### config.mk
export PLATFORM = sky130hd
export DESIGN_NAME = xsp_core
export DESIGN_NICKNAME = d
export VERILOG_FILES = /design/src/design/xsp_core.v /design/src/design/xsp_sp_unit.v /design/src/design/xsp_xor_lane.v
export VERILOG_INCLUDE_DIRS = /design/src /design/src/design
export SDC_FILE = /design/constraint.sdc
export NUM_CORES = 2
export LEC_CHECK = 0
export BUFFER_PORTS_ARGS = -buffer_cell sky130_fd_sc_hd__buf_2
export CELL_PAD_IN_SITES_DETAIL_PLACEMENT = 1
export CELL_PAD_IN_SITES_GLOBAL_PLACEMENT = 2
export CORE_ASPECT_RATIO = 0.9
export CORE_MARGIN = 2
export CORE_UTILIZATION = 42
export DETAILED_ROUTE_END_ITERATION = 12
export PLACE_DENSITY_LB_ADDON = 0.1
export SETUP_SLACK_MARGIN = 0.05
export SYNTH_ARGS = -nofsm -noshare
export SYNTH_HDL_FRONTEND = slang
export SYNTH_SLANG_ARGS = --single-unit
### constraint.sdc
create_clock -name i_sys_clk -period 8.15 [get_ports i_sys_clk]
set_clock_uncertainty 0.1 [all_clocks]
set_input_delay 0 -clock i_sys_clk [delete_from_list [all_inputs] [get_ports i_sys_clk]]
set_output_delay 0 -clock i_sys_clk [all_outputs]
set_load 0.05 [all_outputs]
### src/design/xsp_defines.vh
// Constants for the exclusive-OR execute block and stack pointer.
// Assumes inclusion by bare name from the design files.
`ifndef XSP_DEFINES_VH
`define XSP_DEFINES_VH
// Opcodes and opcode fields
`define XSP_OP_REG_HI 5'h0d
`define XSP_OP_IND_HI 7'h33
`define XSP_OP_IMM 8'h64
`define XSP_OP_DIR_SRC 8'h65
`define XSP_OP_DIR_DST 8'h62
`define XSP_OP_DIR_IMM 8'h63
`define XSP_OP_PUSH 8'hc0
`define XSP_OP_CALL 8'h12
// Stack pointer reset value
`define XSP_SP_RESET 8'h07
// Direct addresses of the modelled special registers, and the port latch reset value
`define XSP_SFR_BASE 8'h80
`define XSP_ADDR_PORT 8'h90
`define XSP_ADDR_SP 8'h81
`define XSP_ADDR_ACC 8'he0
`define XSP_PORT_RESET 8'hff
// APB byte offsets
`define XSP_REG_CTRL 12'h000
`define XSP_REG_OPC 12'h004
`define XSP_REG_OPS 12'h008
`define XSP_REG_ACC 12'h00c
`define XSP_REG_SP 12'h010
`define XSP_REG_PORT 12'h014
`define XSP_REG_STAT 12'h018
`define XSP_REG_RAMA 12'h01c
`define XSP_REG_RAMD 12'h020
`define XSP_REG_RBANK 12'h024
// Field positions, and the last clock count of a machine cycle
`define XSP_CTRL_GO 0
`define XSP_STAT_BUSY 0
`define XSP_STAT_ILL 1
`define XSP_STAT_CYC_LO 8
`define XSP_STAT_CYC_HI 9
`define XSP_MC_CLKS 4'hb
// Machine cycles per instruction form
`define XSP_MC_SHORT 2'h1
`define XSP_MC_LONG 2'h2
`endif

### src/design/xsp_core.v
// Execute unit for the exclusive-OR instruction forms, with stack pointer.
// Software loads an opcode and operand bytes over APB and starts it.
// Assumes a single 200 MHz clock and an APB master on the same clock.
//
// How it works
// - 01101rrr xors the selected work_reg_n into accum_register, one machine cycle.
// - 0110011i xors RAM at pointer_reg_i (bit 0 picks) into accumulator.
// - 0x65 fetches a direct address and xors that byte into accumulator.
// - 0x64 fetches an immediate byte and xors it into accumulator.
// - 0x62 xors accumulator into the direct byte, writing back in place.
// - 0x63 uses address then constant, xors in place, two machine cycles.
// - No status flag changes; only the destination byte is written.
// - Port operand is read from its output latch, never the pins.
// - Unoccupied special addresses ignore writes and read as zero.
// - Stack pointer increments before each push or call store.
// - Reset loads stack pointer with 07h; first push lands at 08h.
`include "xsp_defines.vh"
module xsp_core (
   input wire i_sys_clk,
   input wire i_rst_n,
   input wire i_psel,
   input wire i_penable,
   input wire i_pwrite,
   input wire [11:0] i_paddr,
   input wire [31:0] i_pwdata,
   input wire [7:0] i_port_pins,
   output reg [31:0] o_prdata,
   output reg o_pready,
   output reg o_pslverr,
   output reg [7:0] o_port_latch,
   output reg o_busy
);
   localparam ST_IDLE = 2'h0;
   localparam ST_EXEC = 2'h1;
   localparam ST_WAIT = 2'h2;

   reg [7:0] ram_r [0:127];
   reg [7:0] acc_r;
   reg [7:0] opc_r;
   reg [15:0] ops_r;
   reg [1:0] rbank_r;
   reg [6:0] rama_r;
   reg [1:0] state_r;
   reg [3:0] clk_cnt_r;
   reg [1:0] mc_left_r;
   reg [1:0] last_cyc_r;
   reg ill_r;
   reg [7:0] pin_m_r;
   reg [7:0] pin_r;

   wire [7:0] sp_val;
   wire [7:0] sp_next;
   wire apb_acc = i_psel & i_penable & ~o_pready;
   wire apb_wr = apb_acc & i_pwrite;
   wire go = apb_wr && (i_paddr == `XSP_REG_CTRL) && i_pwdata[`XSP_CTRL_GO] && !o_busy;
   wire sp_bus_wr = apb_wr && (i_paddr == `XSP_REG_SP) && !o_busy;

   // Opcode classes
   wire is_reg = (opc_r[7:3] == `XSP_OP_REG_HI);
   wire is_ind = (opc_r[7:1] == `XSP_OP_IND_HI);
   wire is_imm = (opc_r == `XSP_OP_IMM);
   wire is_dsrc = (opc_r == `XSP_OP_DIR_SRC);
   wire is_ddst = (opc_r == `XSP_OP_DIR_DST);
   wire is_dimm = (opc_r == `XSP_OP_DIR_IMM);
   wire is_push = (opc_r == `XSP_OP_PUSH);
   wire is_call = (opc_r == `XSP_OP_CALL);
   wire is_xor_acc = is_reg | is_ind | is_imm | is_dsrc;
   wire known = is_xor_acc | is_ddst | is_dimm | is_push | is_call;

   // Working register and pointer register sit in the selected bank
   wire [6:0] reg_addr = {2'b00, rbank_r, opc_r[2:0]};
   wire [6:0] ptr_addr = {2'b00, rbank_r, 2'b00, opc_r[0]};
   wire [7:0] ptr_val = ram_r[ptr_addr];
   wire [7:0] dir_addr = ops_r[7:0];
   wire [7:0] imm_data = is_dimm ? ops_r[15:8] : ops_r[7:0];

   // Direct read: low half is RAM, upper half holds only a few registers
   reg [7:0] dir_rd;
   reg dir_hit;
   always @* begin
      dir_rd = 8'h00;
      dir_hit = 1'b1;
      if (!dir_addr[7]) begin
         dir_rd = ram_r[dir_addr[6:0]];
      end else begin
         case (dir_addr)
            `XSP_ADDR_PORT: dir_rd = o_port_latch;
            `XSP_ADDR_SP: dir_rd = sp_val;
            `XSP_ADDR_ACC: dir_rd = acc_r;
            default: begin
               dir_rd = 8'h00;
               dir_hit = 1'b0;
            end
         endcase
      end
   end

   // Second operand chosen per form
   reg [7:0] opnd_b;
   always @* begin
      opnd_b = 8'h00;
      if (is_reg) begin
         opnd_b = ram_r[reg_addr];
      end else if (is_ind) begin
         opnd_b = ram_r[ptr_val[6:0]];
      end else if (is_dsrc | is_ddst) begin
         opnd_b = dir_rd;
      end else if (is_imm) begin
         opnd_b = imm_data;
      end
   end

   wire [7:0] opnd_a = is_dimm ? dir_rd : acc_r;
   wire [7:0] opnd_c = is_dimm ? imm_data : opnd_b;
   wire [7:0] xor_res;

   // Eight independent lanes keep bits from mixing
   genvar g;
   generate
      for (g = 0; g < 8; g = g + 1) begin : lane
         xsp_xor_lane u_lane (
            .i_a(opnd_a[g]),
            .i_b(opnd_c[g]),
            .o_y(xor_res[g])
         );
      end
   endgenerate

   wire exec_done = (state_r == ST_WAIT) && (clk_cnt_r == `XSP_MC_CLKS) && (mc_left_r == 2'h1);
   wire sp_inc = exec_done && (is_push | is_call);
   // Push stores the direct byte, call stores its operand byte
   wire [7:0] push_data = is_push ? dir_rd : ops_r[7:0];
   // Machine cycles the decoded form needs
   wire [1:0] mc_need = is_dimm ? `XSP_MC_LONG : `XSP_MC_SHORT;

   // Destination strobes, all at the end of the last machine cycle
   wire wr_dir = exec_done & (is_ddst | is_dimm);
   wire acc_dir_wr = wr_dir && (dir_addr == `XSP_ADDR_ACC);
   wire port_dir_wr = wr_dir && (dir_addr == `XSP_ADDR_PORT);
   wire sp_dir_wr = wr_dir && (dir_addr == `XSP_ADDR_SP);
   wire ram_dir_wr = wr_dir && !dir_addr[7];

   // Bus writes land only while no instruction runs, so they never race a result
   wire bus_wr_ok = apb_wr && !o_busy;
   wire acc_bus_wr = bus_wr_ok && (i_paddr == `XSP_REG_ACC);
   wire port_bus_wr = bus_wr_ok && (i_paddr == `XSP_REG_PORT);
   wire ramd_bus_wr = bus_wr_ok && (i_paddr == `XSP_REG_RAMD);

   // The stack pointer is a direct-space destination as well
   wire sp_wr = sp_bus_wr | sp_dir_wr;
   wire [7:0] sp_wdata = sp_dir_wr ? xor_res : i_pwdata[7:0];

   xsp_sp_unit u_sp (
      .i_sys_clk(i_sys_clk),
      .i_rst_n(i_rst_n),
      .i_inc(sp_inc),
      .i_wr(sp_wr),
      .i_wdata(sp_wdata),
      .o_sp(sp_val),
      .o_sp_next(sp_next)
   );

   // Pin levels are asynchronous; two stages before anything reads them
   always @(posedge i_sys_clk) begin
      if (!i_rst_n) begin
         pin_m_r <= 8'h00;
         pin_r <= 8'h00;
      end else begin
         pin_m_r <= i_port_pins;
         pin_r <= pin_m_r;
      end
   end

   // Sequencer: machine cycle is twelve clocks; the three-byte form spends two
   always @(posedge i_sys_clk) begin
      if (!i_rst_n) begin
         state_r <= ST_IDLE;
         clk_cnt_r <= 4'h0;
         mc_left_r <= 2'h0;
         last_cyc_r <= 2'h0;
         ill_r <= 1'b0;
         o_busy <= 1'b0;
      end else begin
         case (state_r)
            ST_IDLE: begin
               if (go) begin
                  state_r <= ST_EXEC;
                  o_busy <= 1'b1;
               end
            end
            ST_EXEC: begin
               ill_r <= ~known;
               mc_left_r <= mc_need;
               last_cyc_r <= mc_need;
               clk_cnt_r <= 4'h0;
               state_r <= known ? ST_WAIT : ST_IDLE;
               o_busy <= known;
            end
            ST_WAIT: begin
               if (clk_cnt_r == `XSP_MC_CLKS) begin
                  clk_cnt_r <= 4'h0;
                  mc_left_r <= mc_left_r - 2'h1;
                  if (mc_left_r == 2'h1) begin
                     state_r <= ST_IDLE;
                     o_busy <= 1'b0;
                  end
               end else begin
                  clk_cnt_r <= clk_cnt_r + 4'h1;
               end
            end
            default: state_r <= ST_IDLE;
         endcase
      end
   end

   // Accumulator: result of its own forms, a direct write to its address, or a bus load
   always @(posedge i_sys_clk) begin
      if (!i_rst_n) begin
         acc_r <= 8'h00;
      end else if (exec_done && is_xor_acc) begin
         acc_r <= xor_res;
      end else if (acc_dir_wr) begin
         acc_r <= xor_res;
      end else if (acc_bus_wr) begin
         acc_r <= i_pwdata[7:0];
      end
   end

   // Port latch: only written values move it; pin levels never feed back into it
   always @(posedge i_sys_clk) begin
      if (!i_rst_n) begin
         o_port_latch <= `XSP_PORT_RESET;
      end else if (port_dir_wr) begin
         o_port_latch <= xor_res;
      end else if (port_bus_wr) begin
         o_port_latch <= i_pwdata[7:0];
      end
   end

   // RAM: result writes, push stores at the incremented pointer, bus writes
   always @(posedge i_sys_clk) begin
      if (ram_dir_wr) begin
         ram_r[dir_addr[6:0]] <= xor_res;
      end else if (sp_inc) begin
         ram_r[sp_next[6:0]] <= push_data;
      end else if (ramd_bus_wr) begin
         ram_r[rama_r] <= i_pwdata[7:0];
      end
   end

   // Status word assembled from named field positions
   reg [31:0] stat_word;
   always @* begin
      stat_word = 32'h00000000;
      stat_word[`XSP_STAT_BUSY] = o_busy;
      stat_word[`XSP_STAT_ILL] = ill_r;
      stat_word[`XSP_STAT_CYC_HI:`XSP_STAT_CYC_LO] = last_cyc_r;
   end

   // APB register writes and single wait-state answer
   always @(posedge i_sys_clk) begin
      if (!i_rst_n) begin
         opc_r <= 8'h00;
         ops_r <= 16'h0000;
         rbank_r <= 2'h0;
         rama_r <= 7'h00;
         o_pready <= 1'b0;
         o_pslverr <= 1'b0;
         o_prdata <= 32'h00000000;
      end else begin
         o_pready <= apb_acc;
         o_pslverr <= 1'b0;
         if (apb_wr && !o_busy) begin
            case (i_paddr)
               `XSP_REG_OPC: opc_r <= i_pwdata[7:0];
               `XSP_REG_OPS: ops_r <= i_pwdata[15:0];
               `XSP_REG_RAMA: rama_r <= i_pwdata[6:0];
               `XSP_REG_RBANK: rbank_r <= i_pwdata[1:0];
               default: rama_r <= rama_r;
            endcase
         end
         if (apb_acc) begin
            o_prdata <= 32'h00000000;
            case (i_paddr)
               `XSP_REG_CTRL: o_prdata <= 32'h00000000;
               `XSP_REG_OPC: o_prdata <= {24'h000000, opc_r};
               `XSP_REG_OPS: o_prdata <= {16'h0000, ops_r};
               `XSP_REG_ACC: o_prdata <= {24'h000000, acc_r};
               `XSP_REG_SP: o_prdata <= {24'h000000, sp_val};
               `XSP_REG_PORT: o_prdata <= {16'h0000, pin_r, o_port_latch};
               `XSP_REG_STAT: o_prdata <= stat_word;
               `XSP_REG_RAMA: o_prdata <= {25'h0, rama_r};
               `XSP_REG_RAMD: o_prdata <= {24'h000000, ram_r[rama_r]};
               `XSP_REG_RBANK: o_prdata <= {30'h0, rbank_r};
               default: o_pslverr <= 1'b1;
            endcase
         end
      end
   end
endmodule

### src/design/xsp_sp_unit.v
// Stack pointer with reset value and pre-increment on push or call.
// Assumes one clock, synchronous active-low reset.
`include "xsp_defines.vh"
module xsp_sp_unit (
   input wire i_sys_clk,
   input wire i_rst_n,
   input wire i_inc,
   input wire i_wr,
   input wire [7:0] i_wdata,
   output wire [7:0] o_sp,
   output wire [7:0] o_sp_next
);
   reg [7:0] sp_r;
   assign o_sp = sp_r;
   assign o_sp_next = sp_r + 8'h01;
   // Increment wins over a plain write; both in one cycle cannot happen here
   always @(posedge i_sys_clk) begin
      if (!i_rst_n) begin
         sp_r <= `XSP_SP_RESET;
      end else if (i_inc) begin
         sp_r <= o_sp_next;
      end else if (i_wr) begin
         sp_r <= i_wdata;
      end
   end
endmodule

### src/design/xsp_xor_lane.v
// One bit lane of the exclusive-OR unit.
// Assumes the instantiating module combines eight lanes.
module xsp_xor_lane (
   input wire i_a,
   input wire i_b,
   output wire o_y
);
   // Each lane sees only its own two bits
   assign o_y = i_a ^ i_b;
endmodule

### Word-level counts from Yosys, hierarchy flattened

Memory sizes are Yosys's and may differ from the RTL's. A register that Yosys moved wholly into a read port is not among the register bits.
Cells that the tools add are included.

| storage, ports and cells | value |
|---|---|
| bits in registers | 119 |
| RAM bits | 1024 |
| memories kept | 1 |

| cells by class | value |
|---|---|
| add/subtract/negate cells | 3 |
| equality and inequality tests | 27 |
| muxes and demuxes | 53 |
| bitwise gates (word level) | 25 |
| reductions and logical operators | 37 |

Memory list:

| memory | words | bits a word | read ports | clocked after memory_dff | wr ports | line | text |
|---|---|---|---|---|---|---|---|
| ram_r | 128 | 8 | 5 | 2 | 1 | xsp_core.v:37 | `reg [7:0] ram_r [0:127];` |

Operator list:

| operator | number |
|---|---|
| 8-bit two-way mux | 19 |
| 16-bit case mux with 9 select lines | 1 |
| 12-bit by 5-bit equality test with 1-bit output, second input constant | 4 |
| 7-bit two-way mux | 6 |
| 8-bit by 7-bit equality test with 1-bit output, second input constant | 4 |
| 8-bit equality test, second input constant | 4 |
| 12-bit by 4-bit equality test with 1-bit output, second input constant | 2 |
| 12-bit by 6-bit equality test with 1-bit output, second input constant | 2 |
| 8-bit case mux with 3 select lines | 1 |
| 1-bit logical AND | 17 |
| 8-bit OR reduction | 2 |
| 1-bit two-way mux | 15 |
| 12-bit by 3-bit equality test with 1-bit output, second input constant | 1 |
| 12-bit zero test | 1 |
| 2-bit two-way mux | 6 |
| 2-bit AND reduction | 6 |
| 1-bit bitwise OR | 11 |
| 10-bit OR reduction | 1 |
| 8-bit by 1-bit adder with 8-bit output, second input constant | 1 |
| 8-bit by 5-bit equality test with 1-bit output, second input constant | 1 |
| 4-bit case mux with 2 select lines | 1 |
| 1-bit bitwise XOR | 8 |
| 7-bit by 6-bit equality test with 1-bit output, second input constant | 1 |
| 2-bit case mux with 3 select lines | 1 |
| other kinds (19) | 29 |

### Depth between registers and ports, before layout

| logic depth | value |
|---|---|
| depth in word-level cells | 11 |
| depth in mapped cells | 17 |
| mapped depth without buffers | 12 |

### Modules after synthesis

A second synthesis with hierarchy kept.

| unflattened totals | value |
|---|---|
| cell total of the unflattened synthesis | 4904 |
| area, all modules | 65176.3 um^2 |

Modules (own cells, without submodules):

| module | instances | cells an instance | area an instance (um^2) | sequential area each (um^2) |
|---|---|---|---|---|
| xsp_core | 1 | 4833 | 64594.5 | 32931.6 |
| xsp_sp_unit | 1 | 63 | 511.7 | 160.2 |
| xsp_xor_lane | 8 | 1 | 8.8 | 0.0 |

### Worst setup path before layout

No wires, ideal clock.

| timing | value |
|---|---|
| kind | register to register |
| start point | reg with a tool-made name |
| end point | mem ram_r[0][3] (data pin) |
| library setup time | 0.921 ns |
| data arrival time | 6.762 ns |
| data required time | 7.129 ns |
| path slack | 0.367 ns |
| cell stages (with the launch flop) | 13 |
| buffers on the path | 3 |
| period minus slack after synthesis | 7.783 ns |
| cell sequence | dfxtp_1 -> buf_4 -> buf_2 -> buf_2 -> mux4_2 -> mux4_2 -> mux2i_1 -> a22oi_1 -> a21boi_0 -> o22a_1 -> o2111a_1 -> o21ai_1 -> o221ai_1 |

RTL lines:

| item | line |
|---|---|
| end, declared | xsp_core.v:37 |

### Worst setup path after layout

| timing | value |
|---|---|
| start point | reg opc_r[0] |
| end point | mem ram_r[78][0] (data pin) |

| on the way | value |
|---|---|
| word-level cells in the longest chain between the ends | 10 |
| elaborated cells on any way between the ends | 32 |

RTL lines:

| item | line | text |
|---|---|---|
| start, declared | xsp_core.v:39 | `reg [7:0] opc_r;` |
| start signal, assigned | xsp_core.v:275 | `` `XSP_REG_OPC: opc_r <= i_pwdata[7:0]; `` |
| parallel branches: the longest is 9 deep, another holds memory 128 x 8 bit | -- |  |
| 8-bit two-way mux (no line) * | -- |  |

Every way passes the cells marked *.

==> results by group <==
Logic synthesis
  – Unique masters post-synth: 90
  – Post-Syn Area: ~0.067 sq mm
  – Synth Instances: around 4800
  – Seq/Total Area, Yosys: roughly half
  – Synth area leader: edfxtp_1
  – Fraction of registers with async set/reset: 0%
  – Number of flops mapped to enable cells by yosys: ~1000
  – Synth cell count leaders: edfxtp_1, nand2_1, mux4_2, mux2i_1, nand3_1
  – Count leader, synth: edfxtp_1
  – Top cell type's share of synthesized area: a little under half
  – Avg Inst Size Synth: approximately 14 sq um
  – Top cells by area, synth: edfxtp_1, mux4_2, nand2_1, mux2i_1, dfxtp_1
  – Register bit total from synthesis: 1141
  – Synth warn: 0
  – Post-synth top flop: edfxtp_1

Route
  – Drt wl/cell: between 30 and 40 um
  – Iter 0 DRT Violations: approximately 6400
  – Routed Antenna Nets: 0
  – Via density: 6.87
  – Remaining DRCs: 0
  – Aggregate routed wire length: 282000 um
  – Initial DRT Pass Iterations: 6
  – Vias after detailed routing: approximately 49000

Global routing
  – First-pass GRT wire length: 395000 um
  – Total track usage: 34.7%
  – Overflow after GRT: 0
  – Largest net degree at the start of global routing: between 100 and 150
  – Via count of the first global-routing pass: 49000
  – Initial antenna violation count: 22

Clock tree
  – Resized cells post-CTS: 0
  – Max Root-Sink Buffers: 3
  – CTS tree: yes
  – Clock sinks: 1141
  – Clock root buffer: clkbuf_16
  – Cts bufs inserted: 137
  – H-tree depth: 4
  – Worst-Skew Late Latency: roughly 0.81 ns
  – CTS clk-pin slew, worst paths: approximately 0.060 ns

STA
  – Fmax: ~0.14 GHz
  – Slew Limit Fails: 0
  – Worst slew pin tran: about 1.3 ns
  – Tmin final: 6.95 ns
  – Setup TNS: 0 ns
  – Fin crit share: a little under nine tenths
  – RSZ-0062 raised after global routing: false
  – Hold Vio Cnt, Final: 0
  – Setup violators final: 0
  – Worst rel slew slack: 14.1%

Place
  – Routability congestion estimate: 0.921
  – Post-DP HPWL: about 180000 um
  – PortBufs: between 60 and 70
  – # placed instances: 6779

Critical path
  – Reg2reg start: opc_r[0]
  – CP arrival: slightly above 7 ns
  – R2r endpoint: ram_r[78][0]
  – Reg2reg path depth: 13
  – Critical setup path kind: reg -> reg
  – Crit path max fanout: ~130
  – CP Launch Type: register
  – Worst EP required: between 8 and 9 ns
  – Nature of the critical path endpoint: register
  – R2R setup slack: ~1.2 ns

Hold path
  – Count of cells along the worst hold path: 4
  – Hold Crit Class: in -> reg
  – Hold_sp: i_pwdata[2]

Outcome
  – Status: finished, final reports clean

Layout
  – Synth-to-Final Area Change: 13.2%
  – Finished Layout Cells: between 7000 and 8000
  – Post-layout nets: 4983
  – Share of cells above drive strength 1: between 20% and 30%
  – Util after Layout: a little under half

Floorplanning
  – Initial Util: 42.4%
  – Die Ht: roughly 380 um
  – Boundary Pins: 100
  – Die ar.: 0.162 sq mm
  – Core Region: 0.157 sq mm
  – Die X-Extent: 424 um
  – Row count: between 100 and 150

Power and ir drop
  – Total power: 12700 uW
  – Static leakage: 0.0231 uW
  – Peak supply drop: about 160 uV
  – Power Density: roughly 170 mW/mm^2

Flow run
  – Max cap viols: 0
stage by stage:
stage / cell area, sq um / setup WS, ns / hold slack (ns)
global placement: 70100 / 1.53 / 0.106
global route: 75500 / 1.00 / 0.111
floorplan: 66800 / 0.367 / 0.0273
finish: 75500 / 1.20 / 0.0980
detailed placement: 70100 / 1.47 / 0.113
CTS: 75500 / 1.42 / 0.0549
how the worst max path moves through the flow:
stage	startpoint	depth (start not counted)	slack, ns	endpoint
finish	opc_r[0]	13	1.20	ram_r[78][0]
global route	opc_r[0]	13	1.00	ram_r[78][0]
CTS	opc_r[0]	14	1.42	ram_r[97][3]
floorplan	register	12	0.37	ram_r[0][3]
global placement	opc_r[0]	14	1.53	ram_r[113][3]
detailed placement	opc_r[0]	14	1.47	ram_r[117][3]
flip-flops by register name, indices dropped and copies added, names as in the netlist, named ones only:
register	flops
o_pready	1
ops_r	16
acc_r	8
ram_r	1024
rbank_r	2
o_pslverr	1
rama_r	7
ill_r	1
opc_r	8
o_busy	1
pin_r	8
mc_left_r	2
pin_m_r	8
o_prdata	16
last_cyc_r	2
o_port_latch	8
clk_cnt_r	4
state_r	2
u_sp.o_sp	8
where the power goes:
group          internal [uW]  total [uW]  switching (uW)
Combinational           45.1         125            79.4
Clock                   3600        6280            2680
Sequential              6280        6280            3.57
Total                   9930       12700            2760
metal layers:
metal  wire length [um]  vias up  share of wire (%)  track usage [%]
li1                   -    19600                  -                -
met4              12900       22                4.6             14.4
met3              29600      524                 11             10.3
met5                141        -              0.050                0
met2             126000     2682                 45             51.7
met1             113000    26200                 40             47.3
area by class of cell:
type	instances	area, sq um
clock inverter	89	922
inverter	16	60.1
tap	2100	2630
antenna	5	12.5
multi-input combinational	3238	31900
fill	15600	81900
clock buffer	160	3530
sequential	1141	33100
timing repair buffer	385	3330
critical path, stage by stage, from the launching register on:
cell and delay [ns]:
dfxtp_4 0.79, inv_2 0.42, mux4_4 1.01, buf_12 0.44, mux2i_1 0.25, mux2i_1 0.10
o2111ai_1 0.67, o22ai_1 0.18, nor4_1 0.96, nand2_1 0.15, nor3b_1 0.20, o31ai_2 0.54
a21oi_4 0.13, buf_12 0.23
kinds of logic (layout without fill, tap and decap cells):
kind of cell	Yosys count	after routing	share of synthesized area [%]
adders and majority gates	7	7	0.131
muxes	1106	1106	30.9
AOI/OAI and AO/OA	567	567	6.05
DFF	1141	1141	49.6
buffers and inverters	440	650	3.10
and+or+nand+nor	1527	1527	9.99
xor gates and xnor gates	15	15	0.197
other	1	21	0.00562
timing repair:
action,CTS,global route
hold buffers,101,0
hold endpoints to repair,113,0
buffers inserted,0,0
cell usage in the layout, fill, tap and decap left out, types with 67 or more instances in the layout:
cell type | Yosys | final
nand2_1 | 832 | 831
mux4_2 | 760 | 754
a21oi_1 | 148 | 145
buf_2 | 114 | 67
clkbuf_16 | 0 | 137
nand3_1 | 244 | 244
mux2i_1 | 304 | 304
buf_4 | 32 | 189
dlygate4sd3_1 | 0 | 101
nor2_1 | 227 | 176
edfxtp_1 | 1024 | 1024
dfxtp_1 | 117 | 103
Power figures use the tool's default switching activity.
